**src/verilog/vspt_cfg.svh**
```systemverilog
// constants for the video sync port and trigger block
`ifndef VSPT_CFG_SVH
`define VSPT_CFG_SVH
// ----------------------------------------------------------------
// subaddresses
// ----------------------------------------------------------------
`define VSPT_ADDR_CTRL     8'h6b
`define VSPT_ADDR_TRIG_LO  8'h6c
`define VSPT_ADDR_TRIG_HI  8'h6d
// ----------------------------------------------------------------
// reset values
// ----------------------------------------------------------------
`define VSPT_CTRL_RST      8'h00
`define VSPT_TRIG_RST      11'h000
`define VSPT_VTRIG_RST     5'h00
// ----------------------------------------------------------------
// field positions in the upper trigger register
// ----------------------------------------------------------------
`define VSPT_TRIG_HI_MSB   7
`define VSPT_TRIG_HI_LSB   5
`define VSPT_VTRIG_MSB     4
// ----------------------------------------------------------------
// timing counts in pixel clocks, lines and fields
// ----------------------------------------------------------------
`define VSPT_LINE_LEN0     11'h360
`define VSPT_LINE_LEN1     11'h35a
`define VSPT_HSYNC_REF     11'h04f
`define VSPT_HSYNC_WIDTH   11'h040
`define VSPT_VS_LINES      10'h003
`define VSPT_FIELD_SEQUENCE_SYNC_NTSC     4'h4
`define VSPT_FIELD_SEQUENCE_SYNC_PAL      4'h8
`define VSPT_FIELD_SEQUENCE_SYNC_SECAM    4'hc
`endif

```
**src/verilog/vspt_pkg.sv**
```systemverilog
// types for the video sync port and trigger block
`default_nettype none
package vspt_pkg;
   // signal type carried on the first reference port
   typedef enum logic [1:0] {
      VSPT_PER_FIELD_VERTICAL_SYNC,
      VSPT_ODD_EVEN_FRAME_SYNC,
      VSPT_FIELD_SEQUENCE_SYNC,
      VSPT_TYPE_UNUSED
   } vspt_port_a_type_t;

   // port control register layout, msb first
   typedef struct packed {
      vspt_port_a_type_t port_a_type;
      logic              hsync_source_sel;
      logic              port_a_direction;
      logic              port_a_polarity;
      logic              port_b_blanking_mode;
      logic              port_b_direction;
      logic              port_b_polarity;
   } vspt_ctrl_t;

   // settings held in neighbouring registers outside this block
   typedef struct packed {
      logic        embedded_sync_select;
      logic        line_length_select;
      logic        pal;
      logic        secam;
      logic [9:0]  lines_per_field;
      logic [9:0]  first_active_line;
      logic [9:0]  last_active_line;
      logic [10:0] port_b_pulse_start;
      logic [10:0] port_b_pulse_end;
   } vspt_timing_cfg_t;
endpackage
`default_nettype wire

```
**src/verilog/vspt_top.sv**
```systemverilog
// reference port control and horizontal trigger timing
`default_nettype none
`include "vspt_cfg.svh"

module vspt_top (
   // clock and reset
   input  wire logic                      mclk,
   input  wire logic                      rst_b,
   // subaddress register port
   input  wire logic                      reg_wr,
   input  wire logic                      reg_rd,
   input  wire logic [7:0]                reg_addr,
   input  wire logic [7:0]                reg_wdata,
   output logic      [7:0]                reg_rdata,
   // settings from neighbouring registers
   input  wire vspt_pkg::vspt_timing_cfg_t timing_cfg,
   input  wire logic                      embedded_frame_sync,
   // first reference port
   input  wire logic                      port_a_in,
   output logic                           port_a_out,
   output logic                           port_a_oe,
   // second reference port
   input  wire logic                      port_b_in,
   output logic                           port_b_out,
   output logic                           port_b_oe,
   // internal timing
   output logic                           hsync_out,
   output logic                           internal_blank_n,
   output logic      [10:0]               h_count,
   output logic      [9:0]                line_count
);
   import vspt_pkg::*;

   // ----------------------------------------------------------------
   // helpers
   // ----------------------------------------------------------------
   function automatic logic active_edge(input logic prev, input logic cur, input logic pol);
      active_edge = (prev != cur) && (cur == ~pol);
   endfunction

   function automatic logic in_range11(input logic [10:0] v, input logic [10:0] lo,
                                       input logic [10:0] hi);
      in_range11 = (v >= lo) && (v < hi);
   endfunction

   // ----------------------------------------------------------------
   // registers
   // ----------------------------------------------------------------
   vspt_ctrl_t  ctrl_r;
   logic [10:0] horizontal_trigger_phase_r;
   logic [4:0]  vtrig_r;
   logic [7:0]  rdata_r;

   wire wr_ctrl = reg_wr && (reg_addr == `VSPT_ADDR_CTRL);
   wire wr_lo   = reg_wr && (reg_addr == `VSPT_ADDR_TRIG_LO);
   wire wr_hi   = reg_wr && (reg_addr == `VSPT_ADDR_TRIG_HI);

   // codes above the line length are not guarded here; software keeps them in range
   wire [7:0] rdata_nxt =
      (reg_addr == `VSPT_ADDR_CTRL)    ? ctrl_r :
      (reg_addr == `VSPT_ADDR_TRIG_LO) ? horizontal_trigger_phase_r[7:0] :
      (reg_addr == `VSPT_ADDR_TRIG_HI) ? {horizontal_trigger_phase_r[10:8], vtrig_r} : 8'h00;

   always_ff @(posedge mclk or negedge rst_b) begin
      if (!rst_b) begin
         ctrl_r  <= vspt_ctrl_t'(`VSPT_CTRL_RST);
         horizontal_trigger_phase_r <= `VSPT_TRIG_RST;
         vtrig_r <= `VSPT_VTRIG_RST;
         rdata_r <= 8'h00;
      end else begin
         if (wr_ctrl)
            ctrl_r <= vspt_ctrl_t'(reg_wdata);
         if (wr_lo)
            horizontal_trigger_phase_r[7:0] <= reg_wdata;
         if (wr_hi) begin
            horizontal_trigger_phase_r[10:8] <= reg_wdata[`VSPT_TRIG_HI_MSB:`VSPT_TRIG_HI_LSB];
            vtrig_r       <= reg_wdata[`VSPT_VTRIG_MSB:0];
         end
         if (reg_rd)
            rdata_r <= rdata_nxt;
      end
   end
   assign reg_rdata = rdata_r;

   // ----------------------------------------------------------------
   // input synchronisers and edge detect
   // ----------------------------------------------------------------
   // three stages per pin; a level counts only once stages two and three agree
   logic [2:0] sync_a_r;
   logic [2:0] sync_b_r;
   logic       level_a_r;
   logic       level_b_r;
   logic       prev_a_r;
   logic       prev_b_r;

   always_ff @(posedge mclk or negedge rst_b) begin
      if (!rst_b) begin
         sync_a_r  <= 3'h0;
         sync_b_r  <= 3'h0;
         level_a_r <= 1'b0;
         level_b_r <= 1'b0;
         prev_a_r  <= 1'b0;
         prev_b_r  <= 1'b0;
      end else begin
         sync_a_r <= {sync_a_r[1:0], port_a_in};
         sync_b_r <= {sync_b_r[1:0], port_b_in};
         if (sync_a_r[1] == sync_a_r[2])
            level_a_r <= sync_a_r[2];
         if (sync_b_r[1] == sync_b_r[2])
            level_b_r <= sync_b_r[2];
         prev_a_r <= level_a_r;
         prev_b_r <= level_b_r;
      end
   end

   // polarity bit picks rising or falling edge; only meaningful while the port is an input
   wire edge_a = !ctrl_r.port_a_direction &&
                 active_edge(prev_a_r, level_a_r, ctrl_r.port_a_polarity);
   wire edge_b = !ctrl_r.port_b_direction &&
                 active_edge(prev_b_r, level_b_r, ctrl_r.port_b_polarity);

   // ----------------------------------------------------------------
   // trigger source selection
   // ----------------------------------------------------------------
   wire emb      = timing_cfg.embedded_sync_select;
   wire trig_a   = !ctrl_r.hsync_source_sel && (emb ? embedded_frame_sync : edge_a);
   wire trig_b   = ctrl_r.hsync_source_sel && !emb && edge_b;
   wire trig_h   = trig_a || trig_b;
   wire vtrig_ev = edge_a && (ctrl_r.port_a_type != VSPT_TYPE_UNUSED);

   // ----------------------------------------------------------------
   // horizontal and vertical counters
   // ----------------------------------------------------------------
   logic [10:0] h_cnt_r;
   logic [9:0]  line_r;
   logic        field_r;
   logic [3:0]  field_sequence_sync_r;

   wire [10:0] line_len = timing_cfg.line_length_select ? `VSPT_LINE_LEN1 : `VSPT_LINE_LEN0;
   wire        h_wrap   = (h_cnt_r == line_len - 11'h001);
   wire        v_wrap   = (line_r == timing_cfg.lines_per_field - 10'h001);
   wire [3:0]  field_sequence_sync_len = timing_cfg.secam ? `VSPT_FIELD_SEQUENCE_SYNC_SECAM :
                          timing_cfg.pal   ? `VSPT_FIELD_SEQUENCE_SYNC_PAL   : `VSPT_FIELD_SEQUENCE_SYNC_NTSC;
   // loading the trigger code moves the whole timing earlier as the code grows
   wire [10:0] h_cnt_nxt = trig_h ? horizontal_trigger_phase_r : (h_wrap ? 11'h000 : h_cnt_r + 11'h001);
   wire        line_step = h_wrap && !trig_h;

   always_ff @(posedge mclk or negedge rst_b) begin
      if (!rst_b) begin
         h_cnt_r <= 11'h000;
         line_r  <= 10'h000;
         field_r <= 1'b0;
         field_sequence_sync_r  <= 4'h0;
      end else begin
         h_cnt_r <= h_cnt_nxt;
         if (vtrig_ev)
            line_r <= {5'h00, vtrig_r};
         else if (line_step)
            line_r <= v_wrap ? 10'h000 : line_r + 10'h001;
         if (line_step && v_wrap) begin
            field_r <= ~field_r;
            field_sequence_sync_r  <= (field_sequence_sync_r >= field_sequence_sync_len - 4'h1) ? 4'h0 : field_sequence_sync_r + 4'h1;
         end
      end
   end

   // ----------------------------------------------------------------
   // output pulse generation
   // ----------------------------------------------------------------
   wire vs_act   = (line_r < `VSPT_VS_LINES);
   wire act_line = (line_r >= timing_cfg.first_active_line) &&
                   (line_r <= timing_cfg.last_active_line);
   wire b_win    = in_range11(h_cnt_r, timing_cfg.port_b_pulse_start,
                              timing_cfg.port_b_pulse_end);
   wire hs_act   = in_range11(h_cnt_r, `VSPT_HSYNC_REF, `VSPT_HSYNC_REF + `VSPT_HSYNC_WIDTH);
   logic a_act;

   always_comb begin
      case (ctrl_r.port_a_type)
         VSPT_PER_FIELD_VERTICAL_SYNC: a_act = vs_act;
         VSPT_ODD_EVEN_FRAME_SYNC:     a_act = !field_r;
         VSPT_FIELD_SEQUENCE_SYNC:     a_act = vs_act && (field_sequence_sync_r == 4'h0);
         default:                      a_act = 1'b0;
      endcase
   end

   // blanking-not mode drops the pulse outside active lines
   wire b_act    = ctrl_r.port_b_blanking_mode ? (b_win && act_line) : b_win;
   // a blanking input is only honoured when embedded sync is off
   wire b_blank  = ctrl_r.port_b_blanking_mode && !ctrl_r.port_b_direction && !emb;
   wire blank_nxt = b_blank ? (level_b_r ^ ctrl_r.port_b_polarity) : (act_line && b_win);

   logic a_out_r;
   logic a_oe_r;
   logic b_out_r;
   logic b_oe_r;
   logic hs_r;
   logic blank_n_r;

   always_ff @(posedge mclk or negedge rst_b) begin
      if (!rst_b) begin
         a_out_r   <= 1'b0;
         a_oe_r    <= 1'b0;
         b_out_r   <= 1'b0;
         b_oe_r    <= 1'b0;
         hs_r      <= 1'b0;
         blank_n_r <= 1'b0;
      end else begin
         a_out_r   <= a_act ^ ctrl_r.port_a_polarity;
         a_oe_r    <= ctrl_r.port_a_direction;
         b_out_r   <= b_act ^ ctrl_r.port_b_polarity;
         b_oe_r    <= ctrl_r.port_b_direction;
         hs_r      <= hs_act;
         blank_n_r <= blank_nxt;
      end
   end

   assign port_a_out       = a_out_r;
   assign port_a_oe        = a_oe_r;
   assign port_b_out       = b_out_r;
   assign port_b_oe        = b_oe_r;
   assign hsync_out        = hs_r;
   assign internal_blank_n = blank_n_r;
   assign h_count          = h_cnt_r;
   assign line_count       = line_r;
endmodule
`default_nettype wire

```
**config.mk**
```make
export PLATFORM = sky130hd
export DESIGN_NAME = vspt_top
export DESIGN_NICKNAME = d
export VERILOG_FILES = /design/src/verilog/vspt_pkg.sv /design/src/verilog/vspt_top.sv
export VERILOG_INCLUDE_DIRS = /design/src /design/src/verilog
export SDC_FILE = /design/constraint.sdc
export NUM_CORES = 1
export LEC_CHECK = 0
export BUFFER_PORTS_ARGS = -buffer_cell sky130_fd_sc_hd__clkbuf_2
export CAP_MARGIN = 10
export CORE_MARGIN = 5
export CORE_UTILIZATION = 44
export CTS_BUF_LIST = sky130_fd_sc_hd__clkbuf_8
export DETAILED_ROUTE_END_ITERATION = 16
export PLACE_DENSITY = 0.67
export SLEW_MARGIN = 15
export SYNTH_ARGS = -nofsm -noshare
export SYNTH_HDL_FRONTEND = slang
export SYNTH_SLANG_ARGS = --single-unit
```
**constraint.sdc**
```tcl
create_clock -name mclk -period 4.44 [get_ports mclk]
set_input_delay 0.222 -clock mclk [delete_from_list [all_inputs] [get_ports mclk]]
set_output_delay 0.222 -clock mclk [all_outputs]
set_load 0.01 [all_outputs]
```
Yosys cells after proc, flatten, opt, wreduce, memory -nomap -nowiden
Index checks and enable logic that the tools add are counted.
{"block": "totals", "register_bits": 74, "output_inout_bits": 35}
{"block": "classes", "add_sub_neg": 6, "n_lt_le_gt_ge": 8, "n_eq_ne": 14, "n_mux": 16, "bitwise_logic": 6, "reduce_logical": 30}
{"op": "2-to-1 mux 10 bit", "count": 3}
{"op": "equality test 8 x 7 -> 1 bit, second input constant", "count": 3}
{"op": "2-to-1 mux 8 bit", "count": 3}
{"op": "2-to-1 mux 11 bit", "count": 2}
{"op": "logical AND 1 bit", "count": 20}
{"op": "2-to-1 mux 4 bit", "count": 3}
{"op": "adder 11 x 1 -> 11 bit, second input constant", "count": 1}
{"op": "equality test 11 bit", "count": 1}
{"op": ">= comparator 11 bit", "count": 1}
{"op": ">= comparator 11 x 7 -> 1 bit, second input constant", "count": 1}
{"op": "< comparator 11 bit", "count": 1}
{"op": "< comparator 11 x 8 -> 1 bit, second input constant", "count": 1}
{"op": "subtractor 10 x 1 -> 11 bit, second input constant", "count": 1}
{"op": "adder 10 x 1 -> 10 bit, second input constant", "count": 1}
{"op": "equality test 10 bit", "count": 1}
{"op": ">= comparator 10 bit", "count": 1}
{"op": "<= comparator 10 bit", "count": 1}
{"op": "< comparator 10 x 2 -> 1 bit, second input constant", "count": 1}
{"op": "subtractor 10 x 1 -> 10 bit, second input constant", "count": 1}
{"op": "logical NOT 1 bit", "count": 6}
{"op": "2-to-1 mux 6 bit", "count": 1}
{"op": "adder 4 x 1 -> 4 bit, second input constant", "count": 1}
{"op": "equality test 1 bit", "count": 4}
{"op": ">= comparator 4 bit", "count": 1}
{"op": "other kinds (13)", "count": 20}

Logic depth before layout (Yosys ltp)
{"block": "logic_depth", "ltp_word": 11, "mapped_depth": 10, "depth_no_buf": 9}

Worst setup path after synthesis
Ideal clock, no wire load.
{"block": "synth_path", "path_kind": "input port to flip-flop", "startpoint": "in timing_cfg[44] (netlist name)", "endpoint": "reg field_sequence_sync_r[1]", "setup_time_ns": 0.131, "arrival_ns": 2.309, "path_slack_ns": 2.000, "path_stages": 8, "n_path_buf": 1, "cell_sequence": "or4_4 -> or3_4 -> or4_1 -> a2bb2oi_1 -> nand4_2 -> clkbuf_1 -> o21ai_0 -> o41ai_1"}
{"block": "synth_via", "elab_chain_len": 3}
{"element": "start: declaration", "line": "vspt_top.sv:16", "source": "input wire vspt_pkg::vspt_timing_cfg_t timing_cfg,"}
{"element": "subtractor 10 x 1 -> 10 bit", "line": "vspt_top.sv:141", "source": "wire v_wrap = (line_r == timing_cfg.lines_per_field - 10'h001);"}
{"element": "equality test 10 bit", "line": "vspt_top.sv:141"}
{"element": "logical AND 1 bit", "line": "vspt_top.sv:160", "source": "if (line_step && v_wrap) begin"}
{"element": "end signal: assignment", "line": "vspt_top.sv:162", "source": "field_sequence_sync_r <= (field_sequence_sync_r >= field_sequence_sync_len - 4'h1) ? 4'h0 : field_sequence_syn ..."}
{"element": "end: declaration", "line": "vspt_top.sv:137", "source": "logic [3:0] field_sequence_sync_r;"}
No other way between the ends.
A chain may end at the register's enable or synchronous reset.

Worst setup path after layout
{"block": "layout_path", "startpoint": "reg h_cnt_r[2] (netlist: h_count[2])", "endpoint": "reg field_sequence_sync_r[0]"}
{"block": "layout_via", "elab_chain_len": 3}
{"element": "start: declaration", "line": "vspt_top.sv:134", "source": "logic [10:0] h_cnt_r;"}
{"element": "start signal: assignment", "line": "vspt_top.sv:155", "source": "h_cnt_r <= h_cnt_nxt;"}
{"element": "equality test 11 bit", "line": "vspt_top.sv:140", "source": "wire h_wrap = (h_cnt_r == line_len - 11'h001);"}
{"element": "logical AND 1 bit", "line": "vspt_top.sv:146", "source": "wire line_step = h_wrap && !trig_h;"}
{"element": "logical AND 1 bit", "line": "vspt_top.sv:160"}
No other way between the ends.

==> results.md <==
- The run finished with clean final reports.
- Buffers placed on the I/O ports in this run total 113.
- The effective utilization at floorplan is 0.447.
- In this run the worst path has a maximum fanout of 26.
- The height of the die is 115 um.
- Measured against its own limit, the worst slew margin works out to 0.233.
- The clock-pin transition on the worst setup and hold timing paths is 0.08 ns.
- For this design the static power due to leakage is 3.00 nW.
- After detailed routing, the total wire length is 12200 um.
- The number of hold violations in the final report came to 0.
- In the final layout, the share of cells above drive strength 1 is 0.251.
- The root buffer cell is clkbuf_8.
- Dividing the final minimum period by the clock period gives 0.617.
- The H-tree depth is 3.
- The routed layout has 4310 vias.
- The die is 115 um wide.
- The pin count of the biggest net entering global routing is 39.
- The type of the most critical hold path is in -> reg.
- The clock latency on the worst-skew pair is 0.34 ns.
- The highest clock rate is 365 MHz.
- The max-slew violation count came to 0.
- The most used flip-flop cell after synthesis is dfrtp_1.
- Yosys attributes the largest share of cell area to dfrtp_1 38%, ha_1 12%, mux2_2 5.8%.
- The filler cells instantiated in the layout total 976.
- The total congestion overflow is 0.
- Of all cell types, the one taking the most synthesized area is dfrtp_1.
- The longest clock path from root to sink contains 2 buffers.
- Gates resized during post-CTS repair numbered 0.
- The worst clock skew on the final layout is 0.00582 ns.
- Setup repair after global routing left no endpoint under its margin.
- The detail route stage leaves a number of antenna-violating nets equal to 0.
- Among all cell types in the netlist, the one instantiated most often is dfrtp_1.
- The final antenna diode count is 0.
- The layout overhead on the synthesized area is 20.7%.
- STA classifies the critical path endpoint as a flop.
- The synthesized net count is 654.
- In this run, synthesis inferred 0 flip-flops with an integrated enable.
- The number of sinks on the clock net is 74.
- Summing all placed instances gives a cell area of 0.00555 mm^2.
- The number of antenna violations at the first check in global routing came to 0.
- Setup violations remaining at the end of the flow were counted as 0.
- The congestion estimate from routability-driven global placement came to 0.877.
- In this run, distinct cell masters in the synthesized netlist total 55.
- The worst path needs 2.74 ns of the cycle, external delays included.
- The synthesized area per cell is 9.15 um^2.
- Once layout is done, the placed cells without fillers occupy 0.00582 mm^2.
- The all-layer global routing usage is 0.192.
- After floorplanning, the core was divided into 38 placement rows.
- The mean number of vias per cell is 5.46.
- Summed over all failing endpoints, the final setup total negative slack is 0 ns.
- The first detailed-routing pass ran for 4 iterations.
- The final net count is 772.
- The area taken by flip-flops and latches is 0.00185 mm^2.
- In the final routed layout, each cell accounts on average for 15.5 um.
- Summing all multi-input logic gate instances after layout gives 0.00271 mm^2.
- For the pin with the worst max-slew slack, the measured transition is 1.14 ns.
- The die covers 0.0132 mm^2.
- The initial detailed-routing violation count is 226.
- The fraction of post-synthesis cell area in the top cell type by area is 0.384.
- The first global-routing pass estimated 20500 um of wire.
- The standard cell core area is 0.0108 mm^2.
- The synthesized area is 0.00482 mm^2.
- Sorting the synthesized cells by how often they occur yields 74 x dfrtp_1, 62 x nand2_1, 56 x inv_1.
- The async set-reset flop share out of synthesis is 1.00.
- For this run, design rule violations remaining after detail routing come to 0.
- IR analysis of the VDD net gives a maximum drop of 0.000178 V.
- For this run, the number of Yosys warnings is 0.
- Max-cap violations in this run came to 0.
- The worst endpoint data arrival time is 3.01 ns.
- The number of global-route vias before repair is 4287.
- TritonCTS built the clock tree.
- Synthesis produced a netlist whose cell count is 527.
- Pin placement for this block handled 114 I/O pins.
- Once layout is complete, the utilization of the core stands at 0.539.
- The register bit total from synthesis is 74.
- The launching element type of the critical path is a flop.
- The sequential element share of the synthesized area is 0.384.
- The type of the worst setup path is reg -> reg.
- The power per cell area is 324 mW/mm^2.
- Summed over all nets, the half-perimeter wirelength after detailed placement is 9260 um.
- For the worst setup path, the data required time is 4.71 ns.
- The TritonCTS buffer count is 9.
-- routing by layer --
layer  track usage  vias to the layer above  wire (um)
met2         0.307                      152       5680
li1              -                     2100          -
met4        0.0657                        0        184
met1         0.265                     2040       5550
met5             0                        -          0
met3        0.0296                       18        811
-- repair_timing --
item | in CTS | in global routing
setup endpoints to repair | 0 | 0
setup buffers | 0 | 0
hold buffers | 3 | 0
hold endpoints to repair | 38 | 0
-- flip-flops by register name (all words and copies together), names as in the netlist, 3 cells and up --
register,count
line_count,10
field_sequence_sync_r,4
ctrl_r,8
horizontal_trigger_phase_r,11
sync_b_r,3
sync_a_r,3
vtrig_r,5
reg_rdata,8
h_count,11
-- report_power, final --
group | leakage (nW) | total [mW] | internal, mW | switching (mW)
clock | 0.117 | 0.632 | 0.373 | 0.259
sequential | 0.962 | 0.832 | 0.727 | 0.105
combinational | 1.92 | 0.425 | 0.204 | 0.221
total | 3.00 | 1.89 | 1.30 | 0.585
-- final cells by class --
class,count,area share
clock buffer,9,0.0213
clock inverter,7,0.0202
inverter,56,0.0361
multi-input combinational,383,0.465
sequential,74,0.318
tap,140,0.0301
timing repair buffer,121,0.109
-- cells in the final DEF (no fill, tap or decap), types with 9 or more instances in the layout --
cell type,synthesis,final
ha_1,48,48
clkbuf_2,0,112
inv_1,56,57
mux2_2,25,25
xor2_1,10,10
clkbuf_8,0,9
nor2_1,40,40
o21ai_0,20,20
a21oi_1,19,19
nand3_1,24,24
a21o_1,11,11
xnor2_1,16,16
nand2_1,62,62
dfrtp_1,74,74
-- worst max-delay path, stage by stage (launching register included) --
cell and delay [ns]:
dfrtp_1 0.49, and3b_1 0.19, a21oi_1 0.06, nor4_2 0.85
o221ai_1 0.26, buf_4 0.29, or3_1 0.39, o21ai_1 0.13
-- final timing paths --
check,startpoint,to,slack (ns),depth (start not counted)
worst min-delay path,reg_wdata[5],horizontal_trigger_phase_r[5],0.14,2
min in group asynchronous,rst_b,sync_a_r[0],0.51,2
worst max-delay path,h_count[2],field_sequence_sync_r[0],1.70,7
max in group asynchronous,rst_b,line_count[4],2.92,3
worst min register to register,sync_a_r[0],sync_a_r[1],0.35,0
worst max register to register,h_count[2],field_sequence_sync_r[0],1.70,7
-- kinds of logic (layout without fill, tap and decap cells) --
family          count (synthesis)  in the layout  share of synthesized area
compound gates                 96             96                      0.133
xor+xnor                       26             26                     0.0472
buf+inv                        70            193                     0.0545
fa+ha+maj                      50             50                      0.129
simple gates                  186            186                      0.194
mux                            25             25                     0.0584
flops                          74             74                      0.384
-- stage by stage --
step	hold WS, ns	worst slack [ns]	instances	power [mW]
6_report	0.140	1.70	790	1.89
5_1_grt	0.129	1.56	790	2.00
4_1_cts	0.125	1.77	790	1.90
3_5_place_dp	0.332	1.45	771	1.27
3_3_place_gp	0.330	1.51	771	1.25
2_1_floorplan	-0.0736	2.00	527	1.08
No activity file was read; power rests on OpenSTA's default activity.
